`src/fosr_pkg.sv`:
```
// Package for the flash operation status register block
package fosr_pkg;

  // ==========================================================
  // Status bit positions
  localparam int POS_READY    = 7;
  localparam int POS_ERS_SUSP = 6;
  localparam int POS_ERS_ERR  = 5;
  localparam int POS_PRG_ERR  = 4;
  localparam int POS_SUPPLY   = 3;
  localparam int POS_PRG_SUSP = 2;
  localparam int POS_PROTECT  = 1;

  // ==========================================================
  // Widths and reset values
  localparam int        STATUS_W        = 8;
  localparam int        PULSE_W         = 8;
  localparam logic [7:0] STATUS_RESET   = 8'h80;
  localparam logic [7:0] STICKY_MASK    = 8'h3A;
  localparam logic [7:0] RESERVED_VALUE = 8'h00;
  localparam logic [7:0] MAX_PULSES     = 8'h0A;
  // Two-cycle verify latency of the array sense path
  localparam int        VERIFY_NS       = 100;
  localparam int        CLK_NS          = 50;
  localparam int        VERIFY_CYC      = (VERIFY_NS + CLK_NS - 1) / CLK_NS;

  // ==========================================================
  // Command and state types
  typedef enum logic [1:0] {
    FOSR_OP_PROGRAM,
    FOSR_OP_ERASE
  } fosr_op_e;

  typedef enum {
    FOSR_IDLE,
    FOSR_PULSE,
    FOSR_VERIFY,
    FOSR_SUSP
  } fosr_state_e;

  typedef struct packed {
    logic     start;
    fosr_op_e op;
    logic     protected_blk;
    logic     suspend;
    logic     resume;
    logic     clear_status;
  } fosr_cmd_s;

endpackage

```
`src/fosr_sticky.sv`:
```
// Sticky error flag: set wins over clear
`timescale 1ns/1ns
module fosr_sticky (
  // Clock and reset
  input  wire logic clk,
  input  wire logic rst,
  // Events
  input  wire logic set,
  input  wire logic clr,
  // Flag
  output logic      flag
);
  always_ff @(posedge clk) begin
    if (rst) begin
      flag <= 1'b0;
    end else if (set) begin
      flag <= 1'b1;
    end else if (clr) begin
      flag <= 1'b0;
    end
  end
endmodule

```
`src/fosr_status.sv`:
```
// Program/erase sequencer status word with sticky error flags
// Behaviour
// Supply sampled once at operation start
// Bit 3 set and abort on low supply
// Bit 3 held until clear or reset
// Pending sticky error fails new operations
// Host clears status before new operation
// Bit 2 shows program suspended
// Suspend flags valid only when ready
// Resume clears program suspend flag
// Bit 1 set, abort on protected block
// Bit 1 cleared only by clear/reset
// Bit 0 reserved, reads zero
// Bit 7 zero while busy
// Bit 6 erase suspended until resume
// Bit 5 erase failure after max pulses
// Bit 4 program verify failure
// Clear resets bits 5,4,3,1 only
`timescale 1ns/1ns
module fosr_status #(
  parameter int MAX_PULSE = int'(fosr_pkg::MAX_PULSES)
) (
  // Clock and reset
  input  wire logic                          clk,
  input  wire logic                          rst,
  // Decoded commands
  input  wire fosr_pkg::fosr_cmd_s           cmd,
  // Array and supply
  input  wire logic                          supply_ok,
  input  wire logic                          verify_pass,
  // Status read port
  input  wire logic                          status_rd,
  output logic [fosr_pkg::STATUS_W-1:0]      status_dq,
  output logic [fosr_pkg::STATUS_W-1:0]      status_live,
  // Array control
  output logic                               pulse_en
);
  import fosr_pkg::*;

  // Pulse count must fit its counter and the verify wait its 2-bit counter
  if (MAX_PULSE < 1 || MAX_PULSE > (1 << PULSE_W) - 1 || VERIFY_CYC > 3) begin
    $error("MAX_PULSE or verify count out of range");
  end

  fosr_state_e          state_r;
  fosr_op_e             op_r;
  logic [PULSE_W-1:0]   pulses_r;
  logic [1:0]           vcnt_r;
  logic                 ers_susp_r;
  logic                 prg_susp_r;
  logic                 sticky_any;
  logic                 accept;
  logic                 abort_supply;
  logic                 abort_prot;
  logic                 set_ers;
  logic                 set_prg;
  logic                 ers_err;
  logic                 prg_err;
  logic                 sup_err;
  logic                 prot_err;
  logic                 clr;

  // ==========================================================
  // Start decision
  assign accept       = cmd.start && state_r == FOSR_IDLE;
  assign sticky_any   = ers_err | prg_err | sup_err | prot_err;
  // Supply is looked at only here, never during the run
  assign abort_supply = accept && !supply_ok;
  assign abort_prot   = accept && supply_ok && cmd.protected_blk;
  assign clr          = cmd.clear_status && state_r == FOSR_IDLE;

  // Old error reported as a failure of the new command
  assign set_prg = (accept && cmd.op == FOSR_OP_PROGRAM && sticky_any)
                 || (state_r == FOSR_VERIFY && vcnt_r == 2'(VERIFY_CYC)
                     && op_r == FOSR_OP_PROGRAM && !verify_pass);
  assign set_ers = (accept && cmd.op == FOSR_OP_ERASE && sticky_any)
                 || (state_r == FOSR_VERIFY && vcnt_r == 2'(VERIFY_CYC)
                     && op_r == FOSR_OP_ERASE && !verify_pass
                     && pulses_r >= PULSE_W'(MAX_PULSE));

  // ==========================================================
  // Sticky flags
  fosr_sticky u_ers (.clk(clk), .rst(rst), .set(set_ers), .clr(clr), .flag(ers_err));
  fosr_sticky u_prg (.clk(clk), .rst(rst), .set(set_prg), .clr(clr), .flag(prg_err));
  fosr_sticky u_sup (.clk(clk), .rst(rst), .set(abort_supply), .clr(clr), .flag(sup_err));
  fosr_sticky u_prt (.clk(clk), .rst(rst), .set(abort_prot), .clr(clr), .flag(prot_err));

  // ==========================================================
  // Sequencer
  always_ff @(posedge clk) begin
    if (rst) begin
      state_r  <= FOSR_IDLE;
      op_r     <= FOSR_OP_PROGRAM;
      pulses_r <= '0;
      vcnt_r   <= '0;
    end else begin
      unique case (state_r)
        FOSR_IDLE: begin
          if (accept && supply_ok && !cmd.protected_blk && !sticky_any) begin
            state_r  <= FOSR_PULSE;
            op_r     <= cmd.op;
            pulses_r <= '0;
          end
        end
        FOSR_PULSE: begin
          if (cmd.suspend) begin
            state_r <= FOSR_SUSP;
          end else begin
            pulses_r <= pulses_r + PULSE_W'(1);
            vcnt_r   <= '0;
            state_r  <= FOSR_VERIFY;
          end
        end
        FOSR_VERIFY: begin
          if (vcnt_r != 2'(VERIFY_CYC)) begin
            vcnt_r <= vcnt_r + 2'd1;
          end else if (verify_pass || op_r == FOSR_OP_PROGRAM
                       || pulses_r >= PULSE_W'(MAX_PULSE)) begin
            state_r <= FOSR_IDLE;
          end else begin
            state_r <= FOSR_PULSE;
          end
        end
        FOSR_SUSP: begin
          if (cmd.resume) begin
            state_r <= FOSR_PULSE;
          end
        end
      endcase
    end
  end

  // ==========================================================
  // Suspend flags
  always_ff @(posedge clk) begin
    if (rst) begin
      ers_susp_r <= 1'b0;
      prg_susp_r <= 1'b0;
    end else if (state_r == FOSR_PULSE && cmd.suspend) begin
      ers_susp_r <= op_r == FOSR_OP_ERASE;
      prg_susp_r <= op_r == FOSR_OP_PROGRAM;
    end else if (state_r == FOSR_SUSP && cmd.resume) begin
      ers_susp_r <= 1'b0;
      prg_susp_r <= 1'b0;
    end
  end

  assign pulse_en = state_r == FOSR_PULSE;

  // ==========================================================
  // Status word; host trusts suspend bits only when ready
  always_comb begin
    status_live               = RESERVED_VALUE;
    status_live[POS_READY]    = state_r == FOSR_IDLE || state_r == FOSR_SUSP;
    status_live[POS_ERS_SUSP] = ers_susp_r;
    status_live[POS_ERS_ERR]  = ers_err;
    status_live[POS_PRG_ERR]  = prg_err;
    status_live[POS_SUPPLY]   = sup_err;
    status_live[POS_PRG_SUSP] = prg_susp_r;
    status_live[POS_PROTECT]  = prot_err;
  end

  // Snapshot updates on each read strobe, as the pins refresh it
  always_ff @(posedge clk) begin
    if (rst) begin
      status_dq <= STATUS_RESET;
    end else if (status_rd) begin
      status_dq <= status_live;
    end
  end

  // ==========================================================
  // Checks
  busy_flag_a: assert property (@(posedge clk) disable iff (rst)
    (state_r == FOSR_PULSE || state_r == FOSR_VERIFY) |-> !status_live[POS_READY])
    else $error("ready bit high while busy");
  supply_abort_a: assert property (@(posedge clk) disable iff (rst)
    abort_supply |=> status_live[POS_SUPPLY] && state_r == FOSR_IDLE)
    else $error("low supply not flagged or not aborted");
  supply_hold_a: assert property (@(posedge clk) disable iff (rst)
    $fell(sup_err) |-> $past(clr) || $past(rst))
    else $error("supply flag dropped without clear");
  protect_abort_a: assert property (@(posedge clk) disable iff (rst)
    abort_prot |=> status_live[POS_PROTECT] && state_r == FOSR_IDLE)
    else $error("protected block not flagged");
  protect_hold_a: assert property (@(posedge clk) disable iff (rst)
    $fell(prot_err) |-> $past(clr) || $past(rst))
    else $error("protect flag dropped without clear");
  sticky_fail_a: assert property (@(posedge clk) disable iff (rst)
    (accept && sticky_any && !clr) |=> state_r == FOSR_IDLE && (prg_err || ers_err))
    else $error("new command ran despite pending error");
  resume_clear_a: assert property (@(posedge clk) disable iff (rst)
    (state_r == FOSR_SUSP && cmd.resume) |=> !prg_susp_r && !ers_susp_r)
    else $error("suspend flag kept after resume");
  prg_susp_a: assert property (@(posedge clk) disable iff (rst)
    prg_susp_r |-> state_r == FOSR_SUSP && op_r == FOSR_OP_PROGRAM)
    else $error("program suspend flag wrong");
  clear_keep_a: assert property (@(posedge clk) disable iff (rst)
    clr |=> (status_live & ~STICKY_MASK & 8'hFE) == ($past(status_live) & ~STICKY_MASK & 8'hFE)
      && (status_live & STICKY_MASK) == 8'h00)
    else $error("clear touched wrong bits");
  reserved_a: assert property (@(posedge clk) disable iff (rst) !status_live[0])
    else $error("reserved bit set");
  idle_ready_a: assert property (@(posedge clk) disable iff (rst)
    state_r == FOSR_IDLE |-> status_live[POS_READY])
    else $error("ready bit low while idle");
  ers_susp_a: assert property (@(posedge clk) disable iff (rst)
    ers_susp_r |-> state_r == FOSR_SUSP && op_r == FOSR_OP_ERASE)
    else $error("erase suspend flag wrong");
  // Sticky rises are traced back to the start or the verify step that caused them
  supply_once_a: assert property (@(posedge clk) disable iff (rst)
    $rose(sup_err) |-> $past(accept) && !$past(supply_ok))
    else $error("supply flag set outside a start");
  protect_once_a: assert property (@(posedge clk) disable iff (rst)
    $rose(prot_err) |-> $past(accept) && $past(cmd.protected_blk))
    else $error("protect flag set outside a start");
  prog_result_a: assert property (@(posedge clk) disable iff (rst)
    (state_r == FOSR_VERIFY && vcnt_r == 2'(VERIFY_CYC) && op_r == FOSR_OP_PROGRAM)
    |=> state_r == FOSR_IDLE && prg_err == !$past(verify_pass))
    else $error("program result flag wrong");
  erase_result_a: assert property (@(posedge clk) disable iff (rst)
    (state_r == FOSR_VERIFY && vcnt_r == 2'(VERIFY_CYC) && op_r == FOSR_OP_ERASE
     && !verify_pass) |=> ers_err == ($past(pulses_r) >= PULSE_W'(MAX_PULSE)))
    else $error("erase failure flag wrong");
endmodule

```
`config.mk`:
```
export PLATFORM = sky130hd
export DESIGN_NAME = fosr_status
export DESIGN_NICKNAME = d
export VERILOG_FILES = /design/src/fosr_pkg.sv /design/src/fosr_sticky.sv /design/src/fosr_status.sv
export SDC_FILE = /design/constraint.sdc
export NUM_CORES = 1
export LEC_CHECK = 0
export BUFFER_PORTS_ARGS = -buffer_cell sky130_fd_sc_hd__buf_2
export CAP_MARGIN = 10
export CORE_MARGIN = 5
export CORE_UTILIZATION = 57
export DETAILED_ROUTE_END_ITERATION = 12
export PLACE_DENSITY = 0.83
export SYNTH_ARGS = -nofsm -noshare
export SYNTH_HDL_FRONTEND = slang
export SYNTH_SLANG_ARGS = --single-unit
export TNS_END_PERCENT = 30
```
`constraint.sdc`:
```
create_clock -name clk -period 3.75 [get_ports clk]
set_input_delay 0.5625 -clock clk [delete_from_list [all_inputs] [get_ports clk]]
set_output_delay 0.5625 -clock clk [all_outputs]
set_load 0.005 [all_outputs]
```
==> results.toml, run 1 <==
[global_route]
grt_overflow = 0
grt_max_degree = 24
antenna_found_initial = 0
grt_first_pass_wirelength_um = 4660
grt_use_total_pct = 17.1
first_global_vias = 1099

[clock_tree]
clk_pin_slew_ns = 0.14
insertion_delay_ns = 0.32
clk_root_buffer_cell = "clkbuf_4"
holdBufCountCts = 0
cts_tree = "built"
cts-buffers-inserted = 3
cts_sinks = 27
post_cts_resized = 0
post_cts_buffers = 0
clockBufferDepth = 2
htreeDepth = 1

[sta]
hold_viol = 0
fin_crit_sh_pct = 53.4
setup_violations = 0
skew_ns = 0.00373
rsz0062_at_grt = "false"
fmax_mhz = 500
worst_pin_slew_ns = 0.656
worst_slack_ns = 1.75
slew_headroom_pct = 56.2
tns_ns = 0
finalMaxSlewViolations = 0
fin_crit_ns = 2.00

[critical_path]
cp_max_fo = 16
start_kind = "flip-flop"
crit_type = "flip-flop to flip-flop"
worstPathRequired_ns = 4.02
cp_data_arrival_time_ns = 2.27
cp-end-kind = "flip-flop"

[synthesis]
synthTopCellsByArea = "dfxtp_1 39%, ha_1 6.3%, a21oi_1 5.7%"
yosysTopAreaCellShare_pct = 38.7
avgSynthCellArea_um2 = 8.46
seq_area_frac_synth_pct = 38.7
synth_area_um2 = 1400
synth.distinct_cells = 39
ys_seq_elements = 27
yosysWarnings = 0
synthCells = 165
yosysTopAreaCell = "dfxtp_1"

[pwr]
power_frac_seq_pct = 49.4
power_density_nw_per_um2 = 439
p_leak_nw = 0.617
pwr-share-comb_pct = 31.6
p_clk_share_pct = 19.1
p_sw_mw = 0.228
peakVddDrop_mv = 0.298
internal_power_mw = 0.434
swShare_pct = 34.4

[routing]
firstDrtPassIters = 4
viasPerCell = 5.71
drt_iter0_markers = 32
num_vias = 1216
drc = 0
routed_wl_um = 2820
routedWlPerCell_um = 13.2
postRouteAntennaNets = 0

[layout]
drive_above_1_share_pct = 16.9
fill_cells = 201
antenna_cells = 0
seq_area_um2 = 541
multi_input_area_um2 = 736
area_growth_pct = 7.98
finalNetCount = 203

[floorplan]
dieWidth_um = 59.5
core-area_um2 = 2410
dieArea_um2 = 3540
fp.dieH_um = 59.5
io_pins = 29
rows = 18
initial_core_util_pct = 57.9

[placed_design]
gp_congestion = 0.742
dp_hpwl_um = 2200
port_buffers = 26
post-place-ws_ns = 1.79

[status]
outcome = "complete, no violations"

[worst_hold_path]
min_path_type = "input pin to flip-flop"

[job]
maxCapViolations = 0
[routing by layer]
layer  wire (µm)  part of all wire [%]  vias up  track usage, %
met5           0                     0        -               0
met4          40                   1.4        0            6.96
met3         113                   4.0        6            2.18
met2        1430                    51       27            29.8
met1        1230                    44      559            21.2
li1            -                     -      624               -
[state kept, by name, summed over array words and instances (netlist names)]
register,cells
u_sup.flag,1
prg_susp_r,1
u_prg.flag,1
vcnt_r,2
u_prt.flag,1
pulses_r,8
op_r,2
status_dq,7
state_r,2
u_ers.flag,1
ers_susp_r,1
[cells in the mapped netlist]
cell and instances:
a21oi_1 16, nand2b_1 3, conb_1 1, buf_4 8, o22ai_1 1, a22oi_1 3
inv_1 10, a211oi_1 1, o21ai_0 10, a221oi_1 1, nor3b_1 1, mux2i_1 6
buf_6 1, or4b_1 1, nand2_1 13, nor2_1 17, o22a_4 1, o311a_1 1
a21boi_0 1, nor2b_1 1, and4_1 1, nor4_1 1, ha_1 7, nor3_1 2
a21o_1 1, buf_1 1, and2_1 2, o41ai_1 1, dfxtp_1 27, or3_1 2
or4_4 1, clkbuf_1 3, a222oi_1 1, and2_0 1, o31ai_1 5, nand4b_1 2
nand3_1 2, nand4_1 3, or4_1 5
[cell families after synthesis]
family	share of synthesized area [%]
compound gates	19.6
fa+ha+maj	6.27
buf+inv	8.87
flops	38.7
mux	4.30
other cells	0.269
simple gates	22.0
[cell type report]
| cell class | count | area share, % |
|---|---|---|
| Timing Repair Buffer | 26 | 8.63 |
| Inverter | 10 | 2.49 |
| Clock buffer | 4 | 1.74 |
| Multi-Input combinational cell | 116 | 48.8 |
| Sequential cell | 27 | 35.9 |
| Tap cell | 30 | 2.49 |
[final timing paths]
path                                  start     endpoint  slack, ns  cells past startpoint
worst max-delay path             state_r[1]  pulses_r[5]       1.75                      6
worst min-delay path                 cmd[5]      op_r[1]       0.49                      3
worst max register to register   state_r[1]  pulses_r[5]       1.75                      6
worst min register to register  pulses_r[7]  pulses_r[7]       0.51                      2
[critical path: stages, from the launching register on]
cell and delay, ns:
dfxtp_1 0.36, inv_1 0.11, ha_1 0.30, nand4b_1 0.23
o22a_4 0.30, or4_1 0.49, a21oi_1 0.15
[metrics by stage]
stage / cell area [µm²] / total power [mW] / instances / hold slack [ns] / util, %
finish: 1510 / 0.662 / 213 / 0.490 / 62.6
global route: 1510 / 0.710 / 213 / 0.474 / 62.6
CTS: 1510 / 0.666 / 213 / 0.487 / 62.6
detailed placement: 1480 / 0.542 / 209 / 0.478 / 61.5
global placement: 1480 / 0.533 / 209 / 0.468 / 61.5
floorplan: 1400 / 0.494 / 166 / 0.452 / -
[cell usage in the layout (no fill, tap or decap), types with 2 or more instances in the layout]
master,synthesis,routed
a21oi_1,16,16
a22oi_1,3,3
and2_1,2,2
buf_2,0,26
clkbuf_4,0,3
conb_1,1,2
dfxtp_1,27,27
ha_1,7,7
inv_1,10,10
mux2i_1,6,6
nand2_1,13,13
nand2b_1,3,3
nand3_1,2,2
nand4_1,3,3
nand4b_1,2,2
nor2_1,17,17
nor3_1,2,2
o21ai_0,10,10
o31ai_1,5,5
or3_1,2,2
or4_1,5,5
[power groups by stage]
stage | Combinational [mW] | Sequential [mW] | Clock, mW
2_1_floorplan | 0.164 | 0.330 | 0
3_3_place_gp | 0.202 | 0.331 | 0
3_5_place_dp | 0.209 | 0.333 | 0
4_1_cts | 0.210 | 0.327 | 0.129
5_1_grt | 0.235 | 0.330 | 0.145
6_report | 0.209 | 0.327 | 0.126
Power figures use the tool's default switching activity.
==> run 2: changes to the inputs <==
Settings changed: CORE_UTILIZATION 57 to 48, PLACE_DENSITY 0.83 to 0.74.
Clock period 3.75 ns to 1.8 ns, I/O delays scaled along.
==> results.toml, run 2 (synthesis results as in run 1) <==
[status]
outcome = "complete, but fails checks"
violations = "negative setup slack"

[clock_tree]
cts-buffers-inserted = 3
htreeDepth = 1
clk_root_buffer_cell = "clkbuf_4"
cts_tree = "built"
insertion_delay_ns = 0.34
holdBufCountCts = 0
clk_pin_slew_ns = 0.16
clockBufferDepth = 2
cts_sinks = 27

[layout]
final_common_cell = "buf_2"
seq_area_um2 = 543
drive_above_1_share_pct = 25.1
largest_reg_flops = 8
final_cells = 226
multi_input_area_um2 = 758
area_growth_pct = 16.9
final_area_um2 = 1630
fill_cells = 242
antenna_cells = 0
finalNetCount = 215
final_cell_mix = "26 x buf_2, 25 x dfxtp_1, 17 x nor2_1, 16 x a21oi_1, 13 x nand2_1"
reg_top3 = "pulses_r x8, status_dq x7"
regMostFlops = "pulses_r"

[routing]
postRouteAntennaNets = 0
drt_iter0_markers = 25
viasPerCell = 5.73
routedWlPerCell_um = 14.1
num_vias = 1296
routed.top_layer = "met4"
firstDrtPassIters = 4
wl_met2_um = 1590
wl_met3_um = 77
routed_wl_um = 3200
wl_met1_um = 1480
drc = 0

[placed_design]
post_dp_cell_area_um2 = 1560
dpl.cell_count = 220
gp_congestion = 0.835
post-place-ws_ns = -0.0247
dp_hpwl_um = 2370
port_buffers = 26

[pwr]
peakVddDrop_mv = 0.607
swShare_pct = 35.0
p_leak_nw = 0.681
internal_power_mw = 1.02
pwr-share-comb_pct = 38.5
power_density_nw_per_um2 = 961
p_clk_share_pct = 18.2
power_frac_seq_pct = 43.3
p_sw_mw = 0.549

[critical_path]
worstPathRequired_ns = 2.09
crit_family = "simple AND/OR/NAND/NOR gates"
crit_type = "flip-flop to flip-flop"
crit_path_top_delay_cell = "or4_4"
path_cells = "or4_4 -> o22a_4 -> or4_1 -> a21oi_1"
path_buf_inv = 0
cp_data_arrival_time_ns = 2.09
cp-end-kind = "flip-flop"
cp_max_fo = 5
cpPeakStageDelay_ns = 0.55
start_kind = "flip-flop"

[global_route]
grt_max_degree = 24
antenna_found_initial = 0
grt_use_total_pct = 15.7
grt_overflow = 0
grt_first_pass_wirelength_um = 5330
first_global_vias = 1258

[worst_hold_path]
min_path_type = "input pin to flip-flop"

[sta]
fin_crit_ns = 1.80
worst_slack_ns = -0.000534
finalMaxSlewViolations = 0
rsz0062_at_grt = "true"
setup_violations = 1
tns_ns = -0.000534
hold_ws_ns = 0.169
fin_crit_sh_pct = 100
hold_viol = 0
skew_ns = 0.00474
fmax_mhz = 555

[floorplan]
dieWidth_um = 63.9
rows = 19
initial_core_util_pct = 50.2
io_pins = 29
fp.dieH_um = 63.9
core-area_um2 = 2780
dieArea_um2 = 4090

[job]
maxCapViolations = 0
## run 2: changes by cell type in the layout (fill, tap and decap cells not counted), sizes merged
cell	previous run	this run
buf	26	37
clkbuf	4	3
clkinvlp	0	1
o22a	1	2
## run 2: area by class of cell
class / instances / share of cell area, %
multi-input combinational: 117 / 46.4
sequential: 27 / 33.3
clock buffer: 3 / 1.38
clock inverter: 1 / 0.460
timing repair buffer: 37 / 13.8
inverter: 10 / 2.30
tap: 31 / 2.38
## run 2: timing repair
| action | 4_1_cts | 5_1_grt |
|---|---|---|
| setup buffers | 1 | 0 |
| resized for setup | 5 | 4 |
| gates cloned | 1 | 0 |
| endpoints found under the setup margin | 4 | 13 |
| pin swaps | 4 | 0 |
## run 2: stage by stage
stage                     util [%]  power (mW)
final                         58.7        1.57
after global routing          58.7        1.67
after CTS                     58.7        1.57
after detailed placement      56.0        1.21
after global placement        56.0        1.19
after floorplan                  -        1.03
## run 2: worst paths after layout
path                                  from          end  slack [ns]  depth (start not counted)
worst min register to register     op_r[0]      op_r[0]        0.50                          2
worst max register to register  u_sup.flag  pulses_r[4]     -0.0005                          4
worst max-delay path            u_sup.flag  pulses_r[4]     -0.0005                          4
worst min-delay path                cmd[4]      op_r[0]        0.17                          3
## run 2: tightest hold or removal path: cells and delay by family
kind                   cells  cell delay, ns
AO/OA/AOI/OAI              1            0.05
AND/OR/NAND/NOR            1            0.05
buffers and inverters      1            0.12
## run 2: power groups by stage
stage          Clock [mW]  Combinational [mW]  Sequential [mW]
4_1_cts             0.288               0.597            0.680
2_1_floorplan           0               0.342            0.687
6_report            0.285               0.605            0.680
5_1_grt             0.314               0.669            0.687
3_5_place_dp            0               0.521            0.690
3_3_place_gp            0               0.506            0.686
## run 2: metal layers
layer,vias up,global-route usage (%)
met4,0,6.75
li1,646,-
met3,6,2.10
met2,21,28.0
met1,623,18.5
met5,-,0
==> run 3: changes to the inputs <==
Settings changed: RECOVER_POWER from default to 100, REMOVE_ABC_BUFFERS from default to 1.
==> results.toml, run 3 (synthesis results as in run 1) <==
[worst_hold_path]
hold_depth = 3
min_path_type = "input pin to flip-flop"
holdPathEnd = "op_r[0]"
worstHoldStart = "cmd[4]"

[layout]
area_growth_pct = 20.9
drive_above_1_share_pct = 32.7
final_cell_mix = "26 x buf_2, 25 x dfxtp_1, 17 x nor2_1, 13 x nand2_1"
final_common_cell = "buf_2"
largest_reg_flops = 8
antenna_cells = 0
finalNetCount = 216
regMostFlops = "pulses_r"
final_cells = 227
reg_top3 = "pulses_r x8, status_dq x7"
fill_cells = 250

[sta]
hold_viol = 0
tns_ns = -0.148
finalMaxSlewViolations = 0
fin_crit_sh_pct = 103
fmax_mhz = 537
hold_ws_ns = 0.195
rsz0062_at_grt = "true"
setup_violations = 4
fin_crit_ns = 1.86
worst_slack_ns = -0.0608
skew_ns = 0.00342

[floorplan]
rows = 19
io_pins = 29
core-area_um2 = 2780
dieArea_um2 = 4090
dieWidth_um = 63.9
initial_core_util_pct = 50.2
fp.dieH_um = 63.9

[critical_path]
r2r_cells = 4
worstPathRequired_ns = 2.07
cp_data_arrival_time_ns = 2.13
cp_max_fo = 7
worstReg2RegEnd = "pulses_r[6]"
reg2reg_from = "u_prt.flag"
crit_type = "flip-flop to flip-flop"
cp-end-kind = "flip-flop"
rrSetupSlack_ns = -0.06
start_kind = "flip-flop"
setup.worst_path.start = "u_prt.flag"

[pwr]
total_power_mw = 1.58
power_density_nw_per_um2 = 933
p_leak_nw = 0.688
peakVddDrop_mv = 0.727

[routing]
postRouteAntennaNets = 0
viasPerCell = 5.93
num_vias = 1345
firstDrtPassIters = 4
routedWlPerCell_um = 15.4
routed_wl_um = 3500
drc = 0
drt_iter0_markers = 63

[placed_design]
dp_hpwl_um = 2470
dpl.cell_count = 219
gp_congestion = 0.801
port_buffers = 26

[clock_tree]
cts-buffers-inserted = 3
cts_tree = "built"
cts_sinks = 27
htreeDepth = 1
clockBufferDepth = 2
insertion_delay_ns = 0.33
clk_pin_slew_ns = 0.15
clk_root_buffer_cell = "clkbuf_4"

[job]
maxCapViolations = 0

[global_route]
grt_max_degree = 24
first_global_vias = 1350
grt_overflow = 0
grt_use_total_pct = 17.1
antenna_found_initial = 0
grt_first_pass_wirelength_um = 5760

[status]
outcome = "complete, but fails checks"
violations = "negative setup slack"
## run 3: cell types whose count changed in the layout (fill, tap and decap cells not counted), sizes merged
cell and delta:
buf +1
## run 3: power by group
| group | leakage, nW | internal (mW) | switching, mW | total (mW) |
|---|---|---|---|---|
| logic | 0.454 | 0.281 | 0.340 | 0.621 |
| clock network | 0.0139 | 0.0850 | 0.188 | 0.273 |
| registers | 0.219 | 0.644 | 0.0369 | 0.681 |
## run 3: area by class of cell
class                   count  area (µm²)  area share, %
clock buffers               3        22.5           1.33
clock inverters             1        7.51          0.445
inverters                  10        37.5           2.22
multi-input cells         117         815           48.3
flip-flops and latches     27         543           32.2
well taps                  31        38.8           2.30
repair buffers             38         224           13.3
## run 3: metal layers
metal | share of wire [%] | vias to the layer above | wire length [µm] | GRT usage (%)
met1 | 43 | 656 | 1500 | 20.9
met5 | 0 | - | 0 | 0
li1 | - | 652 | - | -
met3 | 3.8 | 4 | 134 | 2.98
met4 | 1.2 | 0 | 42 | 5.97
met2 | 52 | 33 | 1820 | 29.9
## run 3: per-stage QoR
stage | utilization [%] | setup WS (ns) | area [µm²]
floorplan | - | -0.00459 | 1310
global placement | 55.7 | 0.0268 | 1550
detailed placement | 55.7 | -0.0529 | 1550
CTS | 58.6 | -0.0130 | 1630
global route | 60.7 | -0.0684 | 1690
finish | 60.7 | -0.0608 | 1690
## run 3: how the worst max path moves through the flow
| stage | to | cells after the start |
|---|---|---|
| 2_1_floorplan | pulses_r[4] | 4 |
| 5_1_grt | pulses_r[4] | 4 |
| 4_1_cts | pulses_r[7] | 4 |
| 3_3_place_gp | pulses_r[7] | 4 |
| 6_report | pulses_r[6] | 4 |
| 3_5_place_dp | pulses_r[6] | 4 |
## run 3: what timing repair did
| action | in CTS | in global routing |
|---|---|---|
| endpoints found under the setup margin | 4 | 10 |
| pin swaps | 4 | 10 |
| gates cloned | 1 | 0 |
| buffers inserted | 2 | 1 |
| resized for setup | 9 | 14 |
| hold buffers | 0 | 0 |
## run 3: worst max-delay path, cell delays in order, from the launching register on
cell and delay [ns]:
dfxtp_2 0.35, or4_4 0.56, o22a_4 0.27, or4b_4 0.49
a21oi_2 0.13
